==> src/rtl/serial_port_pkg.sv <==
/*
 * Shared constants for the 8N1 serial port: register map, status layout,
 * bit rate codes and divisor table, frame shape and bus responses.
 * Assumes a 40 MHz system clock and a 16x oversampled bit clock.
 */
package serial_port_pkg;

	// register map, byte addresses on the AXI4-Lite bus
	localparam int ADDR_W = 5;
	localparam logic [ADDR_W-1:0] REG_CTRL = 5'h00;
	localparam logic [ADDR_W-1:0] REG_STATUS = 5'h04;
	localparam logic [ADDR_W-1:0] REG_MASK = 5'h08;
	localparam logic [ADDR_W-1:0] REG_TXDATA = 5'h0c;
	localparam logic [ADDR_W-1:0] REG_RXDATA = 5'h10;
	localparam logic [ADDR_W-1:0] REG_LINE = 5'h14;
	localparam logic [1:0] RESP_OKAY = 2'h0;
	localparam logic [1:0] RESP_SLVERR = 2'h2;

	// bit rate codes held in the control register
	localparam logic [1:0] RATE_9600 = 2'h0;
	localparam logic [1:0] RATE_19200 = 2'h1;
	localparam logic [1:0] RATE_38400 = 2'h2;
	localparam logic [1:0] RATE_115200 = 2'h3;
	localparam logic [1:0] RATE_RESET = RATE_9600;

	// timing: clock rate, oversampling, bit rates in bits per second
	localparam int CLK_HZ = 40_000_000;
	localparam int OVERSAMPLE = 16;
	localparam int BPS_9600 = 9600;
	localparam int BPS_19200 = 19200;
	localparam int BPS_38400 = 38400;
	localparam int BPS_115200 = 115200;
	localparam int DIV_W = 9;

	// status bits, sticky, cleared by a read of the status register
	localparam int ST_W = 6;
	localparam int ST_RX_READY = 0;
	localparam int ST_TX_DONE = 1;
	localparam int ST_OVERRUN = 2;
	localparam int ST_BREAK = 3;
	localparam int ST_PARITY = 4;
	localparam int ST_FRAMING = 5;

	// frame shape: start, eight data bits, one stop bit
	localparam int DATA_BITS = 8;
	localparam logic [2:0] LAST_DATA_BIT = 3'h7;
	localparam logic [3:0] LAST_FRAME_BIT = 4'h9;
	localparam logic [3:0] TICK_MID = 4'h7;
	localparam logic [3:0] TICK_LAST = 4'hf;

	// line status bits
	localparam int LN_TX_BUSY = 0;
	localparam int LN_RX_FULL = 1;

	// oversample divisor for a rate code, rounded to the nearest cycle
	function automatic logic [DIV_W-1:0] rate_div(input logic [1:0] sel);
		int bps;
		case (sel)
			RATE_19200: bps = BPS_19200;
			RATE_38400: bps = BPS_38400;
			RATE_115200: bps = BPS_115200;
			default: bps = BPS_9600;
		endcase
		rate_div = DIV_W'((CLK_HZ + bps * OVERSAMPLE / 2)
			/ (bps * OVERSAMPLE));
	endfunction

endpackage

==> src/rtl/bit_clock_if.sv <==
/*
 * Carrier between the port core and its bit rate generator.
 * Assumes both ends sit on sys_clk.
 */
interface bit_clock_if;
	logic [1:0] rate;
	logic tick;
	modport gen (input rate, output tick);
	modport user (output rate, input tick);
endinterface

==> src/rtl/bit_rate_gen.sv <==
/*
 * Oversample tick generator: one pulse every rate_div(rate) enabled cycles.
 * Assumes a synchronised reset and the shared clock enable.
 */
module bit_rate_gen
	import serial_port_pkg::*;
(
	input wire logic sys_clk,
	input wire logic rst_n,
	input wire logic ce,
	bit_clock_if.gen bclk
);
	logic [DIV_W-1:0] cnt;
	logic [DIV_W-1:0] next_cnt;
	logic tick;
	logic next_tick;

	// >= rather than == so a rate change never strands the counter
	always_comb
	begin
		next_cnt = cnt + DIV_W'(1);
		next_tick = 1'b0;
		if (cnt >= rate_div(bclk.rate) - DIV_W'(1))
		begin
			next_cnt = '0;
			next_tick = 1'b1;
		end
	end

	always_ff @(posedge sys_clk or negedge rst_n)
	begin
		if (!rst_n)
		begin
			cnt <= '0;
			tick <= 1'b0;
		end
		else if (ce)
		begin
			cnt <= next_cnt;
			tick <= next_tick;
		end
	end

	assign bclk.tick = tick;
endmodule

==> src/rtl/serial_port.sv <==
/*
 * 8N1 asynchronous serial port with an AXI4-Lite register slave,
 * sticky status with mask and one level interrupt.
 * Assumes txd/rxd reach the line through level shifters and that
 * the partner is set to the same rate; no other line takes part.
 */
// Implementation choices: the address map and the AXI4-Lite slave port.
// How it works
// - the rate code picks one of 9600, 19200, 38400 or 115200 bit/s and both directions time their bits from it.
// - after reset the rate code is 9600 bit/s until software writes another.
// - every character is eight data bits, no parity, one stop bit, with no flow control.
// - only the transmit and receive lines carry traffic, with no handshake.
// - the terminal ready and request to send outputs are held asserted at all times.
// - carrier, set ready, clear to send and ring inputs are ignored.
// - overrun, break and framing errors each set their own status bit; the parity bit is never set.
module serial_port
	import serial_port_pkg::*;
(
	input wire logic sys_clk,
	input wire logic reset_n,
	input wire logic ce,
	input wire logic [ADDR_W-1:0] s_axi_awaddr,
	input wire logic s_axi_awvalid,
	output logic s_axi_awready,
	input wire logic [31:0] s_axi_wdata,
	input wire logic [3:0] s_axi_wstrb,
	input wire logic s_axi_wvalid,
	output logic s_axi_wready,
	output logic [1:0] s_axi_bresp,
	output logic s_axi_bvalid,
	input wire logic s_axi_bready,
	input wire logic [ADDR_W-1:0] s_axi_araddr,
	input wire logic s_axi_arvalid,
	output logic s_axi_arready,
	output logic [31:0] s_axi_rdata,
	output logic [1:0] s_axi_rresp,
	output logic s_axi_rvalid,
	input wire logic s_axi_rready,
	output logic txd,
	input wire logic rxd,
	output logic dtr,
	output logic rts,
	input wire logic dcd,
	input wire logic dsr,
	input wire logic cts,
	input wire logic ri,
	output logic irq
);
	typedef enum logic [1:0] {TX_IDLE = 2'b01, TX_SEND = 2'b10} tx_state_e;
	typedef enum logic [3:0] {RX_IDLE = 4'b0001, RX_START = 4'b0010,
		RX_DATA = 4'b0100, RX_STOP = 4'b1000} rx_state_e;

	logic rst_q1, rst_n;
	logic rx_s1, rx_s2, rx_s3, rx_level, rx_prev, next_rx_level;
	logic aw_got, w_got, next_aw_got, next_w_got;
	logic [ADDR_W-1:0] aw_q, next_aw_q;
	logic [7:0] wd_q, next_wd_q;
	logic ws_q, next_ws_q;
	logic next_awready, next_wready, next_arready, next_bvalid, next_rvalid;
	logic [1:0] next_bresp, next_rresp;
	logic [31:0] next_rdata;
	logic [1:0] ctrl_rate, next_ctrl_rate;
	logic [ST_W-1:0] status, next_status, mask, next_mask, ev;
	logic rd_status, rd_rx, wr_tx, next_irq;
	tx_state_e tx_state, next_tx_state;
	logic [8:0] tx_shift, next_tx_shift;
	logic [3:0] tx_cnt, next_tx_cnt, tx_bits, next_tx_bits;
	logic next_txd, tx_done;
	rx_state_e rx_state, next_rx_state;
	logic [3:0] rx_cnt, next_rx_cnt;
	logic [2:0] rx_bits, next_rx_bits;
	logic [7:0] rx_shift, next_rx_shift, rx_data, next_rx_data;
	logic rx_full, next_rx_full, rx_done, rx_stop_bad;

	bit_clock_if bclk ();

	bit_rate_gen u_rate (
		.sys_clk(sys_clk),
		.rst_n(rst_n),
		.ce(ce),
		.bclk(bclk)
	);
	assign bclk.rate = ctrl_rate;

	// reset release through two flops; assertion is immediate
	always_ff @(posedge sys_clk or negedge reset_n)
	begin
		if (!reset_n)
		begin
			rst_q1 <= 1'b0;
			rst_n <= 1'b0;
		end
		else if (ce)
		begin
			rst_q1 <= 1'b1;
			rst_n <= rst_q1;
		end
	end

	// rxd is foreign: three flops, a change counts once s2 and s3 agree
	always_comb
	begin
		next_rx_level = rx_level;
		if (rx_s2 == rx_s3)
			next_rx_level = rx_s3;
	end

	always_ff @(posedge sys_clk or negedge rst_n)
	begin
		if (!rst_n)
		begin
			rx_s1 <= 1'b1;
			rx_s2 <= 1'b1;
			rx_s3 <= 1'b1;
			rx_level <= 1'b1;
			rx_prev <= 1'b1;
		end
		else if (ce)
		begin
			rx_s1 <= rxd;
			rx_s2 <= rx_s1;
			rx_s3 <= rx_s2;
			rx_level <= next_rx_level;
			rx_prev <= rx_level;
		end
	end

	// bus slave: address and data taken in either order, one at a time
	always_comb
	begin
		next_aw_got = aw_got;
		next_w_got = w_got;
		next_aw_q = aw_q;
		next_wd_q = wd_q;
		next_ws_q = ws_q;
		next_bvalid = s_axi_bvalid && !s_axi_bready;
		next_bresp = s_axi_bresp;
		next_rvalid = s_axi_rvalid && !s_axi_rready;
		next_rresp = s_axi_rresp;
		next_rdata = s_axi_rdata;
		next_ctrl_rate = ctrl_rate;
		next_mask = mask;
		rd_status = 1'b0;
		rd_rx = 1'b0;
		wr_tx = 1'b0;
		if (s_axi_awvalid && s_axi_awready)
		begin
			next_aw_got = 1'b1;
			next_aw_q = s_axi_awaddr;
		end
		if (s_axi_wvalid && s_axi_wready)
		begin
			next_w_got = 1'b1;
			next_wd_q = s_axi_wdata[7:0];
			next_ws_q = s_axi_wstrb[0];
		end
		if (aw_got && w_got && !s_axi_bvalid)
		begin
			next_aw_got = 1'b0;
			next_w_got = 1'b0;
			next_bvalid = 1'b1;
			next_bresp = RESP_OKAY;
			case ({aw_q[ADDR_W-1:2], 2'b00})
				REG_CTRL: if (ws_q) next_ctrl_rate = wd_q[1:0];
				REG_MASK: if (ws_q) next_mask = wd_q[ST_W-1:0];
				REG_TXDATA: wr_tx = ws_q; // dropped while busy
				REG_STATUS, REG_RXDATA, REG_LINE: ;
				default: next_bresp = RESP_SLVERR;
			endcase
		end
		if (s_axi_arvalid && s_axi_arready)
		begin
			next_rvalid = 1'b1;
			next_rresp = RESP_OKAY;
			next_rdata = '0;
			case ({s_axi_araddr[ADDR_W-1:2], 2'b00})
				REG_CTRL: next_rdata[1:0] = ctrl_rate;
				REG_STATUS:
				begin
					next_rdata[ST_W-1:0] = status;
					rd_status = 1'b1;
				end
				REG_MASK: next_rdata[ST_W-1:0] = mask;
				REG_TXDATA: next_rdata[LN_TX_BUSY] = tx_state == TX_SEND;
				REG_RXDATA:
				begin
					next_rdata[7:0] = rx_data;
					rd_rx = 1'b1;
				end
				REG_LINE:
				begin
					next_rdata[LN_TX_BUSY] = tx_state == TX_SEND;
					next_rdata[LN_RX_FULL] = rx_full;
				end
				default: next_rresp = RESP_SLVERR;
			endcase
		end
		next_awready = !next_aw_got && !next_bvalid;
		next_wready = !next_w_got && !next_bvalid;
		next_arready = !next_rvalid;
	end

	always_ff @(posedge sys_clk or negedge rst_n)
	begin
		if (!rst_n)
		begin
			aw_got <= 1'b0;
			w_got <= 1'b0;
			aw_q <= '0;
			wd_q <= '0;
			ws_q <= 1'b0;
			s_axi_awready <= 1'b0;
			s_axi_wready <= 1'b0;
			s_axi_arready <= 1'b0;
			s_axi_bvalid <= 1'b0;
			s_axi_bresp <= RESP_OKAY;
			s_axi_rvalid <= 1'b0;
			s_axi_rresp <= RESP_OKAY;
			s_axi_rdata <= '0;
			ctrl_rate <= RATE_RESET;
			mask <= '0;
		end
		else if (ce)
		begin
			aw_got <= next_aw_got;
			w_got <= next_w_got;
			aw_q <= next_aw_q;
			wd_q <= next_wd_q;
			ws_q <= next_ws_q;
			s_axi_awready <= next_awready;
			s_axi_wready <= next_wready;
			s_axi_arready <= next_arready;
			s_axi_bvalid <= next_bvalid;
			s_axi_bresp <= next_bresp;
			s_axi_rvalid <= next_rvalid;
			s_axi_rresp <= next_rresp;
			s_axi_rdata <= next_rdata;
			ctrl_rate <= next_ctrl_rate;
			mask <= next_mask;
		end
	end

	// transmitter: start, 8 data lsb first, stop; never gated
	always_comb
	begin
		next_tx_state = tx_state;
		next_tx_shift = tx_shift;
		next_tx_cnt = tx_cnt;
		next_tx_bits = tx_bits;
		next_txd = txd;
		tx_done = 1'b0;
		case (tx_state)
			TX_IDLE:
			begin
				next_txd = 1'b1;
				if (wr_tx)
				begin
					next_txd = 1'b0;
					next_tx_shift = {1'b1, wd_q};
					next_tx_cnt = '0;
					next_tx_bits = '0;
					next_tx_state = TX_SEND;
				end
			end
			TX_SEND:
				if (bclk.tick)
				begin
					next_tx_cnt = tx_cnt + 4'h1;
					if (tx_cnt == TICK_LAST)
					begin
						if (tx_bits == LAST_FRAME_BIT)
						begin
							tx_done = 1'b1;
							next_tx_state = TX_IDLE;
						end
						else
						begin
							next_txd = tx_shift[0];
							next_tx_shift = {1'b1, tx_shift[8:1]};
							next_tx_bits = tx_bits + 4'h1;
						end
					end
				end
			default: next_tx_state = TX_IDLE;
		endcase
	end

	always_ff @(posedge sys_clk or negedge rst_n)
	begin
		if (!rst_n)
		begin
			tx_state <= TX_IDLE;
			tx_shift <= '1;
			tx_cnt <= '0;
			tx_bits <= '0;
			txd <= 1'b1;
			dtr <= 1'b1;
			rts <= 1'b1;
		end
		else if (ce)
		begin
			tx_state <= next_tx_state;
			tx_shift <= next_tx_shift;
			tx_cnt <= next_tx_cnt;
			tx_bits <= next_tx_bits;
			txd <= next_txd;
			dtr <= 1'b1;
			rts <= 1'b1;
		end
	end

	// receiver: falling edge starts, mid-bit sampling at 16x
	always_comb
	begin
		next_rx_state = rx_state;
		next_rx_cnt = rx_cnt;
		next_rx_bits = rx_bits;
		next_rx_shift = rx_shift;
		rx_done = 1'b0;
		rx_stop_bad = 1'b0;
		case (rx_state)
			RX_IDLE:
				if (rx_prev && !rx_level)
				begin
					next_rx_cnt = '0;
					next_rx_state = RX_START;
				end
			RX_START:
				if (bclk.tick)
				begin
					next_rx_cnt = rx_cnt + 4'h1;
					if (rx_cnt == TICK_MID)
					begin
						next_rx_cnt = '0;
						next_rx_bits = '0;
						// a glitch shorter than half a bit is not a start
						next_rx_state = rx_level ? RX_IDLE : RX_DATA;
					end
				end
			RX_DATA:
				if (bclk.tick)
				begin
					next_rx_cnt = rx_cnt + 4'h1;
					if (rx_cnt == TICK_LAST)
					begin
						next_rx_shift = {rx_level, rx_shift[7:1]};
						next_rx_bits = rx_bits + 3'h1;
						if (rx_bits == LAST_DATA_BIT)
							next_rx_state = RX_STOP;
					end
				end
			RX_STOP:
				if (bclk.tick)
				begin
					next_rx_cnt = rx_cnt + 4'h1;
					if (rx_cnt == TICK_LAST)
					begin
						rx_done = 1'b1;
						rx_stop_bad = !rx_level;
						next_rx_state = RX_IDLE;
					end
				end
			default: next_rx_state = RX_IDLE;
		endcase
	end

	always_ff @(posedge sys_clk or negedge rst_n)
	begin
		if (!rst_n)
		begin
			rx_state <= RX_IDLE;
			rx_cnt <= '0;
			rx_bits <= '0;
			rx_shift <= '0;
		end
		else if (ce)
		begin
			rx_state <= next_rx_state;
			rx_cnt <= next_rx_cnt;
			rx_bits <= next_rx_bits;
			rx_shift <= next_rx_shift;
		end
	end

	// events; with no parity bit on the line that flag cannot fire
	always_comb
	begin
		ev = '0;
		ev[ST_RX_READY] = rx_done;
		ev[ST_TX_DONE] = tx_done;
		ev[ST_OVERRUN] = rx_done && rx_full && !rd_rx;
		ev[ST_BREAK] = rx_done && rx_stop_bad && rx_shift == '0;
		ev[ST_FRAMING] = rx_done && rx_stop_bad && rx_shift != '0;
		ev[ST_PARITY] = 1'b0;
		next_status = (rd_status ? '0 : status) | ev; // set beats clear
		next_rx_full = rx_done || (rx_full && !rd_rx);
		next_rx_data = rx_data;
		if (rx_done && (!rx_full || rd_rx))
			next_rx_data = rx_shift; // an overrun keeps the older byte
		next_irq = |(next_status & mask);
	end

	always_ff @(posedge sys_clk or negedge rst_n)
	begin
		if (!rst_n)
		begin
			status <= '0;
			rx_full <= 1'b0;
			rx_data <= '0;
			irq <= 1'b0;
		end
		else if (ce)
		begin
			status <= next_status;
			rx_full <= next_rx_full;
			rx_data <= next_rx_data;
			irq <= next_irq;
		end
	end
endmodule

==> config.mk <==
export PLATFORM = sky130hd
export DESIGN_NAME = serial_port
export DESIGN_NICKNAME = d
export VERILOG_FILES = /design/src/rtl/serial_port_pkg.sv /design/src/rtl/bit_clock_if.sv /design/src/rtl/bit_rate_gen.sv /design/src/rtl/serial_port.sv
export SDC_FILE = /design/constraint.sdc
export NUM_CORES = 1
export LEC_CHECK = 0
export ABC_AREA = 1
export BUFFER_PORTS_ARGS = -buffer_cell sky130_fd_sc_hd__buf_2
export CORE_ASPECT_RATIO = 0.6
export CORE_MARGIN = 2
export CORE_UTILIZATION = 53
export DETAILED_ROUTE_END_ITERATION = 6
export PLACE_DENSITY_LB_ADDON = 0.15
export SKIP_LAST_GASP = 1
export SLEW_MARGIN = 20
export SYNTH_ARGS = -nofsm -noshare
export SYNTH_HDL_FRONTEND = slang
export SYNTH_SLANG_ARGS = --single-unit
==> constraint.sdc <==
create_clock -name sys_clk -period 3.1 [get_ports sys_clk]
set_input_delay 0.62 -clock sys_clk [delete_from_list [all_inputs] [get_ports sys_clk]]
set_output_delay 0.62 -clock sys_clk [all_outputs]
set_load 0.01 [all_outputs]
==> metrics, run 1 <==
status=complete, but fails checks; violations in the final reports=negative setup slack; clock slew at reported path FFs=70 ps; Leakage=5.128 nW; GR Overflow Total=0; clock group share of total power=0.095; Clock Sink Count=108; Num CTS Buffers=9; row cnt=34; Setup WS pre-CTS=-5681 ps; synth warn=0; first-pass GRT wire length=34.71 mm; htree depth=3; period utilization=2.765; ys async rst share=1.000; WP data required=3370 ps; pin count of the biggest net entering global routing=63; RD Place Congestion=between 0.8 and 0.9; Detailed Routing Iterations Pass 1=5; Psw=5.701 mW; area grow syn2layout=30.02%; overall via count from detail_route=7,540; post-synthesis sequential area ratio=0.3533; Cells after Synth=between 1,000 and 1,500; core area=0.01434 mm²; root buf cell=clkbuf_16; f_max=0.1167 GHz; synth unique cells=52; die width=159.7 µm; # diodes=0; initial core utilization=0.5375; Pwr Density=between 1000 and 1500 mW/mm²; Switching Fraction=0.4746; Seq cells post-synth=108; clock buffer depth=2; WHS=43.27 ps; initial antenna violation count=0; Comb power frac=0.725; GR Util All Layers=0.2740; commonest non-fill, non-tap cell in the layout=nand2_1; Crit path top cell by count=nand2_4; Worst Hold Class=input port to asynchronous set/reset pin; area occupied by multi-input gates=0.004703 mm²; Antenna Nets Post-Route=0; Max Clock Skew=~9 ps; die area=0.01555 mm²; final setup fails=10; final setup margin=-5471 ps; RSZ-0062 raised after global routing=yes; Port Buffer Count=40; initial DRC count=636; number of synthesized flops with an enable pin=0; most frequent cells in the layout=nand2_1 (260), buf_4 (162), inv_1 (107); worst slew pin tran=about 810 ps; Int Pwr=6.313 mW; Sequential Power Share=0.180; CP Class=flop to flop; number of max-cap violations=0; clk_lat worst skew=350 ps; WL/cell=14.48 µm; CP max stage delay=440 ps; number of global-route vias before repair=6,870; Critical Path Slowest Stage Cell=dfrtp_2; fill count=1,169; Avg Inst Size Synth=between 7 and 8 µm²; startpoint types=flop; CP Max Fanout=7; FF-to-FF setup slack=-5470 ps; Final #Nets=1,355; Crit. End Element=flop; final wirelength=around 21 mm; Ports=104; CTS tree=built; slew margin rel.=0.4594; Period minus WS final=8571 ps; final hold violation count=0; post-DP HPWL=15.24 mm; register area=0.002729 mm²; fin. max-slew vios=0; layout cells sized above 1=0.3139; VDD IR max=762.6 µV; DRC=0; Post-Syn Area=0.007706 mm²; CP arrival=8840 ps; die height=97.40 µm; routed vias/inst=~5.2; main flop type after synthesis=dfrtp_1
-- state kept, by name (all words and copies together), names as in the netlist, 2 cells and up --
name,flops
status,6
tx_shift,8
bclk.rate,2
rx_data,8
rx_bits,3
tx_state,2
rx_shift,8
s_axi_rdata,8
tx_bits,4
mask,6
rx_cnt,4
u_rate.cnt,9
aw_q,3
rx_state,4
tx_cnt,4
wd_q,8
-- worst max-delay path, delay by kind of cell, from the launching register on --
kind | cells | cell delay (ps)
buffers and inverters | 11 | 830
adders and majority gates | 10 | 1640
AOI/OAI and AO/OA | 8 | 890
DFF | 1 | 440
and+or+nand+nor | 56 | 4700
-- stage by stage --
step,cell area (µm²),TNS [ps],total power [mW],utilization,instances
4_1_cts,9699,-52060,11.42,0.6766,1441
2_1_floorplan,7930,-55330,6.960,-,1080
6_report,10020,-54410,12.01,0.6989,1453
3_5_place_dp,8999,-56100,9.608,0.6277,1392
3_3_place_gp,8999,-53590,9.558,0.6277,1392
5_1_grt,10020,-60930,13.07,0.6989,1453
-- Yosys cell counts, types with 3 or more instances --
cell type  instances  share of area
nand2_1          285           0.14
inv_1            114          0.056
o21ai_0          100          0.065
dfrtp_1           92           0.30
nand3_1           66          0.043
nor2_1            65          0.032
ha_1              46          0.075
a21oi_1           38          0.025
buf_4             30          0.029
nand2_2           30          0.024
dfstp_2           16          0.055
nand4_1           15          0.012
inv_2             14         0.0068
nor3_1            14         0.0091
clkbuf_1          13         0.0063
nand3_2           10          0.013
clkinv_1           7         0.0034
o22ai_1            7         0.0057
o211ai_1           6         0.0058
o21ai_1            6         0.0039
buf_2              5         0.0032
nand2_4            5         0.0073
nand3b_1           4         0.0039
nor2_2             4         0.0032
nor3b_1            4         0.0039
nor4_1             4         0.0032
o21a_1             4         0.0039
xnor2_1            4         0.0045
a211oi_1           3         0.0029
a32o_1             3         0.0039
nor2_4             3         0.0044
o2111ai_1          3         0.0034
o31ai_1            3         0.0029
xor2_1             3         0.0034
-- routing by layer --
| layer | global-route usage | part of all wire | vias to the layer above |
|---|---|---|---|
| met1 | 0.4424 | 0.52 | 3493 |
| met4 | 0.03007 | 0.0065 | 0 |
| li1 | - | - | 3780 |
| met5 | 0 | 0 | - |
| met3 | 0.04609 | 0.068 | 15 |
| met2 | 0.3913 | 0.40 | 252 |
-- power groups by stage --
stage                     sequential (mW)  combinational (mW)  clock (mW)
after floorplan                      2.13                4.83           0
after global placement               2.15                7.41           0
after detailed placement             2.16                7.44           0
after CTS                            2.15                8.12        1.15
after global routing                 2.21                9.64        1.22
final                                2.16                8.72        1.14
-- repair_timing --
item,in CTS,in global routing
gates cloned,0,0
pin swaps,44,44
hold buffers,0,0
buffers inserted,33,12
gates resized for setup,43,51
hold endpoints to repair,0,0
endpoints found under the setup margin,10,10
-- path summary, 6_finish.rpt --
check	end	start	cells past startpoint
max in group asynchronous	tx_shift[5]	rst_n	1
hold / removal	rst_q1	reset_n	1
min in group sys_clk	rx_s1	rx_s1	2
hold reg to reg	s_axi_rvalid	rst_n	0
setup reg to reg	u_rate.cnt[6]	bclk.rate[1]	85
setup / recovery	u_rate.cnt[6]	bclk.rate[1]	85
-- cells by family after synthesis --
family          count (synthesis)  share of synthesized area
simple gates                  519                     0.3173
xor+xnor                        7                   0.007956
mux                             1                   0.001461
buf+inv                       186                     0.1080
flops                         108                     0.3533
compound gates                185                     0.1364
other cells                     2                  0.0009745
fa+ha+maj                      46                    0.07469
-- layout make-up --
type | instances | share of cell area
multi-input cells | 786 | 0.4694
repair buffers | 210 | 0.1512
flip-flops and latches | 108 | 0.2724
clock inverters | 6 | 0.006369
well taps | 198 | 0.02473
inverters | 135 | 0.05307
clock buffers | 10 | 0.02285
Power figures use the tool's default switching activity.
==> run 2, diff against run 1 <==
- BUFFER_PORTS_ARGS: -buffer_cell sky130_fd_sc_hd__buf_2 -> -buffer_cell sky130_fd_sc_hd__buf_4
==> run 2 against run 1 <==
  * Clock-buffer cell count unchanged
  * Final cell count up 0.28%
  * The flow still finishes with violations (negative setup slack)
  * Critical path type unchanged
  * Maximum frequency is 0.25% lower
  * Largest cell class unchanged
  * Sequential power is essentially flat
  * Critical endpoint is now u_rate.cnt[0]
  * Setup slack got worse by 21 ps
==> metrics, run 2 (synthesized netlist as in run 1, its figures left out) <==
overall via count from detail_route=7,643 (+1.4%); Register-to-Register Path Depth=85 (unchanged); # diodes=0 (unchanged); number of global-route vias before repair=7,198 (+4.8%); Pwr Density=1228 mW/mm² (+2.4%); clock buffer depth=2 (unchanged); status=complete, but fails checks; final wirelength=21.77 mm (+3.5%); VDD IR max=785.1 µV (+3.0%); violations in the final reports=negative setup slack; htree depth=3 (unchanged); slew margin rel.=0.5917 (+0.1323); period utilization=2.772 (+0.006800); clk_lat worst skew=350 ps (about the same); CP Class=flop to flop; die area=0.01555 mm² (unchanged); Placed Instance Area=0.009086 mm² (+0.97%); CP Max Fanout=6 (-1); f_max=0.1164 GHz (-0.25%); layout cells sized above 1=0.3288 (+0.01489); Crit. End Element=flop; pin count of the biggest net entering global routing=44 (-30%); DRC=0 (unchanged); max FFs per register=9 (unchanged); Detailed Routing Iterations Pass 1=5 (unchanged); area grow syn2layout=32.15%; root buf cell=clkbuf_16; CTS tree=built; startpoint types=flop; initial DRC count=686 (+7.9%); number of max-cap violations=0 (unchanged); Critical R2R Launch=bclk.rate[0]; fin util=0.7103 (+0.01143); Period minus WS final=8592 ps (+21.08 ps); initial antenna violation count=0 (unchanged); first-pass GRT wire length=35.71 mm (+2.9%); post-DP HPWL=15.73 mm (+3.2%); Port Buffer Count=40 (unchanged); final hold violation count=0 (unchanged); WP data required=3330 ps (-40 ps); core area=0.01434 mm² (unchanged); Worst Hold Class=input port to asynchronous set/reset pin; most frequent cells in the layout=nand2_1 (254), buf_4 (208), inv_1 (106); GR Overflow Total=0 (unchanged); WL/cell=14.94 µm (+3.2%); WHS=41.85 ps (-1.419 ps); Most flops, register=u_rate.cnt; Final #Nets=1,359 (+0.30%); commonest non-fill, non-tap cell in the layout=nand2_1; final instance area=0.01018 mm² (+1.6%); final setup fails=10 (unchanged); Ports=104 (unchanged); initial core utilization=0.5375 (unchanged); Num CTS Buffers=9 (unchanged); FF-to-FF setup slack=-5490 ps (-20 ps); final setup margin=-5492 ps (-21.08 ps); Max Clock Skew=10.05 ps (+1.170 ps); row cnt=34 (unchanged); Crit path top cell by count=nand2_2; die height=97.40 µm (unchanged); GR Util All Layers=0.2820 (+0.008038); RD Place Congestion=0.9436 (+5.5%); fin. max-slew vios=0 (unchanged); Antenna Nets Post-Route=0 (unchanged); Critical Path Slowest Stage Cell=dfrtp_1; worst slew pin tran=607.8 ps (-203.1 ps); Clock Sink Count=108 (unchanged); routed vias/inst=5.246 (+1.1%); clock slew at reported path FFs=70 ps (about the same); die width=159.7 µm (unchanged); CP max stage delay=430 ps (about the same); RSZ-0062 raised after global routing=yes; Post-Layout Cell Count=1,457 (+0.28%); Leakage=5.168 nW (+0.78%); CP arrival=8830 ps (about the same); reg-to-reg endpoint=u_rate.cnt[0]; placed insts=1,392 (unchanged)
## run 2: changes by cell type in the layout (fill, tap and decap cells not counted), moves of 6 or more
cell     before  now
nand2_1     260  254
buf_4       162  208
nand3_1      59   53
nand2_2      36   42
buf_2        40    0
nand3_2      13   20
## run 2: report_power, final
group | total (mW) | switching [mW] | internal [mW]
clock | 1.17 | 0.535 | 0.636
combinational | 9.18 | 5.09 | 4.09
sequential | 2.15 | 0.310 | 1.84
total | 12.5 | 5.93 | 6.57
## run 2: area by class of cell
type / instances / area, µm²
Multi-Input combinational cell: 786 / 4742
Sequential cell: 108 / 2728
Clock inverter: 6 / 71.32
Timing Repair Buffer: 214 / 1629
Inverter: 135 / 536.8
Clock buffer: 10 / 229.0
Fill cell: 1150 / 4153
Tap cell: 198 / 247.7
## run 2: worst max-delay path by stage
| stage | start | cells past startpoint | end |
|---|---|---|---|
| after floorplan | bclk.rate[0] | 84 | u_rate.cnt[4] |
| after global placement | bclk.rate[1] | 82 | u_rate.cnt[2] |
| after detailed placement | bclk.rate[0] | 83 | u_rate.cnt[4] |
| after CTS | bclk.rate[0] | 83 | u_rate.cnt[6] |
| after global routing | bclk.rate[0] | 86 | u_rate.cnt[8] |
| final | bclk.rate[0] | 85 | u_rate.cnt[0] |
## run 2: stage by stage
step	total power, mW	setup WS, ps	setup TNS (ps)
after floorplan	6.960	-5580	-55330
after global placement	9.664	-5239	-51870
after detailed placement	9.748	-5598	-55260
after CTS	11.53	-5316	-52500
after global routing	13.55	-6119	-60830
final	12.50	-5492	-54520
## run 2: repair_timing
item                                    4_1_cts  5_1_grt
gates resized for setup                      54       55
setup buffers                                35       14
endpoints found under the setup margin       10       10
pin swaps                                    55       61
hold buffers                                  0        0
cloned                                        0        0
## run 2: per-layer routing
layer | vias to the layer above | GRT usage | part of all wire
met5 | - | 0 | 0
met4 | 0 | 0.05455 | 0.0078
met1 | 3563 | 0.4345 | 0.50
li1 | 3804 | - | -
met3 | 22 | 0.06018 | 0.080
met2 | 254 | 0.4066 | 0.41
## run 2: worst max-delay path, delay by kind of cell (launching register included)
kind	cells	cell delay [ps]
DFF	1	430
adders and majority gates	10	1720
buffers and inverters	11	830
and+or+nand+nor	54	4230
AOI/OAI and AO/OA	10	1280
==> run 3, diff against run 2 <==
- CORE_MARGIN: 2 -> 5
- CORE_UTILIZATION: 53 -> 54
- SYNTH_HIERARCHICAL: unset -> 1
==> run 3 against run 2 <==
  * The run still ends with negative setup slack left
  * Synthesized area up 3.1%
  * Sequential power about the same
  * Global-route usage down 4.4 points
  * First-iteration DRC count down 16%
  * Clock power about the same
  * Critical path depth down 1
  * Routed wire length down 1.2%
==> metrics, run 3 <==
commonest non-fill, non-tap cell in the layout=nand2_1; final setup fails=10 (unchanged); final hold violation count=0 (unchanged); initial antenna violation count=0 (unchanged); fill count=1,154 (+0.35%); synth unique cells=59 (+13%); reg-to-reg endpoint=u_rate/cnt[3]; Post-Layout Cell Count=1,447 (-0.69%); CTS tree=built; root buf cell=clkbuf_16; clock buffer depth=2 (unchanged); post-synthesis sequential area ratio=0.3426 (-0.01068); placed insts=1,392 (unchanged); die height=104.0 µm (+6.7%); ys async rst share=1.000 (unchanged); period utilization=2.741 (-0.03045); # diodes=0 (unchanged); first-pass GRT wire length=34.70 mm (-2.8%); htree depth=3 (unchanged); cell with the most instances after synthesis=nand2_1; crit path buf inv count=11 (unchanged); Final #Nets=1,347 (-0.88%); violations in the final reports=negative setup slack; CP arrival=8770 ps (-60 ps); RD Place Congestion=0.9690 (+2.7%); post-DP HPWL=15.14 mm (-3.7%); overall via count from detail_route=7,658 (+0.20%); die area=0.01732 mm² (+11%); startpoint types=flop; initial DRC count=575 (-16%); top routing layer used=met4; final setup margin=-5398 ps (+94.39 ps); number of max-cap violations=0 (unchanged); CP Launch Point=bclk.rate[1]; status=complete, but fails checks; layout cells sized above 1=0.3187 (-0.01018); DR WL met2=9.418 mm (+5.3%); WL/cell=14.87 µm (-0.49%); GR Overflow Total=0 (unchanged); routed vias/inst=5.292 (+0.89%); Avg Inst Size Synth=7.371 µm² (+0.82%); Detailed Routing Iterations Pass 1=5 (unchanged); initial core utilization=0.5494 (+0.01187); VDD IR max=1280 µV (+63%); clk_lat worst skew=350 ps (about the same); Worst Hold Class=input port to asynchronous set/reset pin; worst slew pin tran=603.2 ps (-4.551 ps); post-synth top area share=0.2897 (-0.009032); CP Class=flop to flop; Cells after Synth=1,078 (+2.3%); register area=0.002728 mm² (unchanged); final wirelength=21.51 mm (-1.2%); number of synthesized flops with an enable pin=0 (unchanged); Synth top cells by count=nand2_1 (325), inv_1 (100), dfrtp_1 (92), nor2_1 (79), nand3_1 (71); max FFs per register=9 (unchanged); most frequent cells in the layout=nand2_1 (298), buf_4 (174), inv_1 (93); synth warn=6 (+6); Post-Syn Area=0.007946 mm² (+3.1%); FF-to-FF setup slack=-5400 ps (+90 ps); Top delay family on crit path=simple AND/OR/NAND/NOR gates; area grow syn2layout=26.48%; Seq cells post-synth=108 (unchanged); Port Buffer Count=40 (unchanged); CP max stage delay=420 ps (about the same); crit path capture=u_rate/cnt[3]; CP Max Fanout=6 (unchanged); Register-to-Register Path Depth=84 (-1.2%); WP depth=84 (-1.2%); DRC=0 (unchanged); Leakage=5.165 nW (about the same); row cnt=34 (unchanged); Crit path top cell by count=nand2_2; die width=166.6 µm (+4.3%); f_max=0.1177 GHz (+1.1%); Setup WS pre-CTS=-5316 ps (+282.1 ps); metal3 WL=1.323 mm (-24%); RSZ-0062 raised after global routing=yes; met1 wire length=10.28 mm (-5.8%); synth top area cells=dfrtp_1 (29%), nand2_1 (15%), ha_1 (6.9%); main flop type after synthesis=dfrtp_1; number of global-route vias before repair=7,082 (-1.6%); Critical R2R Launch=bclk.rate[1]; Antenna Nets Post-Route=0 (unchanged); fin. max-slew vios=0 (unchanged); Pwr Density=1105 mW/mm² (-10%); area occupied by multi-input gates=0.004903 mm² (+3.4%); Max Clock Skew=10.33 ps (+0.2860 ps); Period minus WS final=8498 ps (-94.39 ps); Yosys top cell by area=dfrtp_1; pin count of the biggest net entering global routing=63 (+43%); slew margin rel.=0.5978 (+0.006151); core area=0.01446 mm² (+0.89%); clock slew at reported path FFs=70 ps (about the same); Most flops, register=u_rate/cnt; WP data required=3380 ps (+50 ps); Ports=104 (unchanged); Crit. End Element=flop; Critical Path Slowest Stage Cell=dfrtp_1; GR Util All Layers=0.2381 (-0.04395); Num CTS Buffers=9 (unchanged); Clock Sink Count=108 (unchanged)
==> run 3: how the worst min path moves through the flow <==
stage | cells after the start | start | to | slack (ps)
2_1_floorplan | 0 | reset_n | rst_n | 320
5_1_grt | 1 | reset_n | rst_q1 | 30
6_report | 1 | reset_n | rst_n | 40
3_3_place_gp | 0 | rst_n | s_axi_arready | 360
4_1_cts | 1 | reset_n | rst_n | 30
3_5_place_dp | 0 | rst_n | s_axi_rvalid | 360
==> run 3: cells by family (layout without fill, tap and decap cells) <==
kind of cell / after synthesis / count (layout) / synth area share
flops: 108 / 108 / 0.3426
compound gates: 144 / 144 / 0.1085
buf+inv: 170 / 315 / 0.1016
xor+xnor: 9 / 9 / 0.009920
simple gates: 595 / 595 / 0.3582
mux: 6 / 6 / 0.008974
fa+ha+maj: 44 / 44 / 0.06928
other cells: 2 / 28 / 0.0009451
==> run 3: layer usage <==
layer,GRT usage,vias up
met2,0.3652,260
li1,-,3775
met3,0.03684,49
met5,0,-
met4,0.05371,0
met1,0.3555,3574
==> run 3: worst register-to-register path: cells and delay by family (launching register included) <==
family / cells / cell delay [ps]
and+or+nand+nor: 52 / 4140
DFF: 1 / 420
AOI/OAI and AO/OA: 10 / 1140
buffers and inverters: 11 / 850
adders and majority gates: 11 / 1900
==> run 3: cell type report <==
| type | count | share of cell area |
|---|---|---|
| Clock buffer | 10 | 0.02378 |
| Clock inverter | 6 | 0.006349 |
| Inverter | 118 | 0.04643 |
| Timing Repair Buffer | 181 | 0.1395 |
| Tap cell | 198 | 0.02465 |
| Sequential cell | 108 | 0.2714 |
| Multi-Input combinational cell | 826 | 0.4879 |
==> run 3: per-stage QoR <==
stage	utilization	hold WS, ps	area (µm²)	total power, mW	setup TNS (ps)
after CTS	0.6762	29.74	9781	10.64	-49430
final	0.6949	38.80	10050	11.10	-53640
after floorplan	-	324.4	8179	6.923	-51720
after global routing	0.6949	27.54	10050	12.02	-60570
after global placement	0.6318	364.5	9139	9.057	-49530
after detailed placement	0.6318	361.4	9139	9.113	-52500
==> run 3: timing repair <==
action                                  in CTS  in global routing
endpoints found under the hold margin        0                  0
hold buffers                                 0                  0
gates resized for setup                     27                 48
setup buffers                               30                  9
endpoints found under the setup margin      10                 10
pin swaps                                   53                 52
==> run 3: where the power goes <==
| group | switching, mW | internal (mW) | total (mW) |
|---|---|---|---|
| clock | 0.563 | 0.592 | 1.16 |
| sequential | 0.317 | 1.84 | 2.15 |
| combinational | 4.43 | 3.36 | 7.79 |
| total | 5.31 | 5.79 | 11.1 |
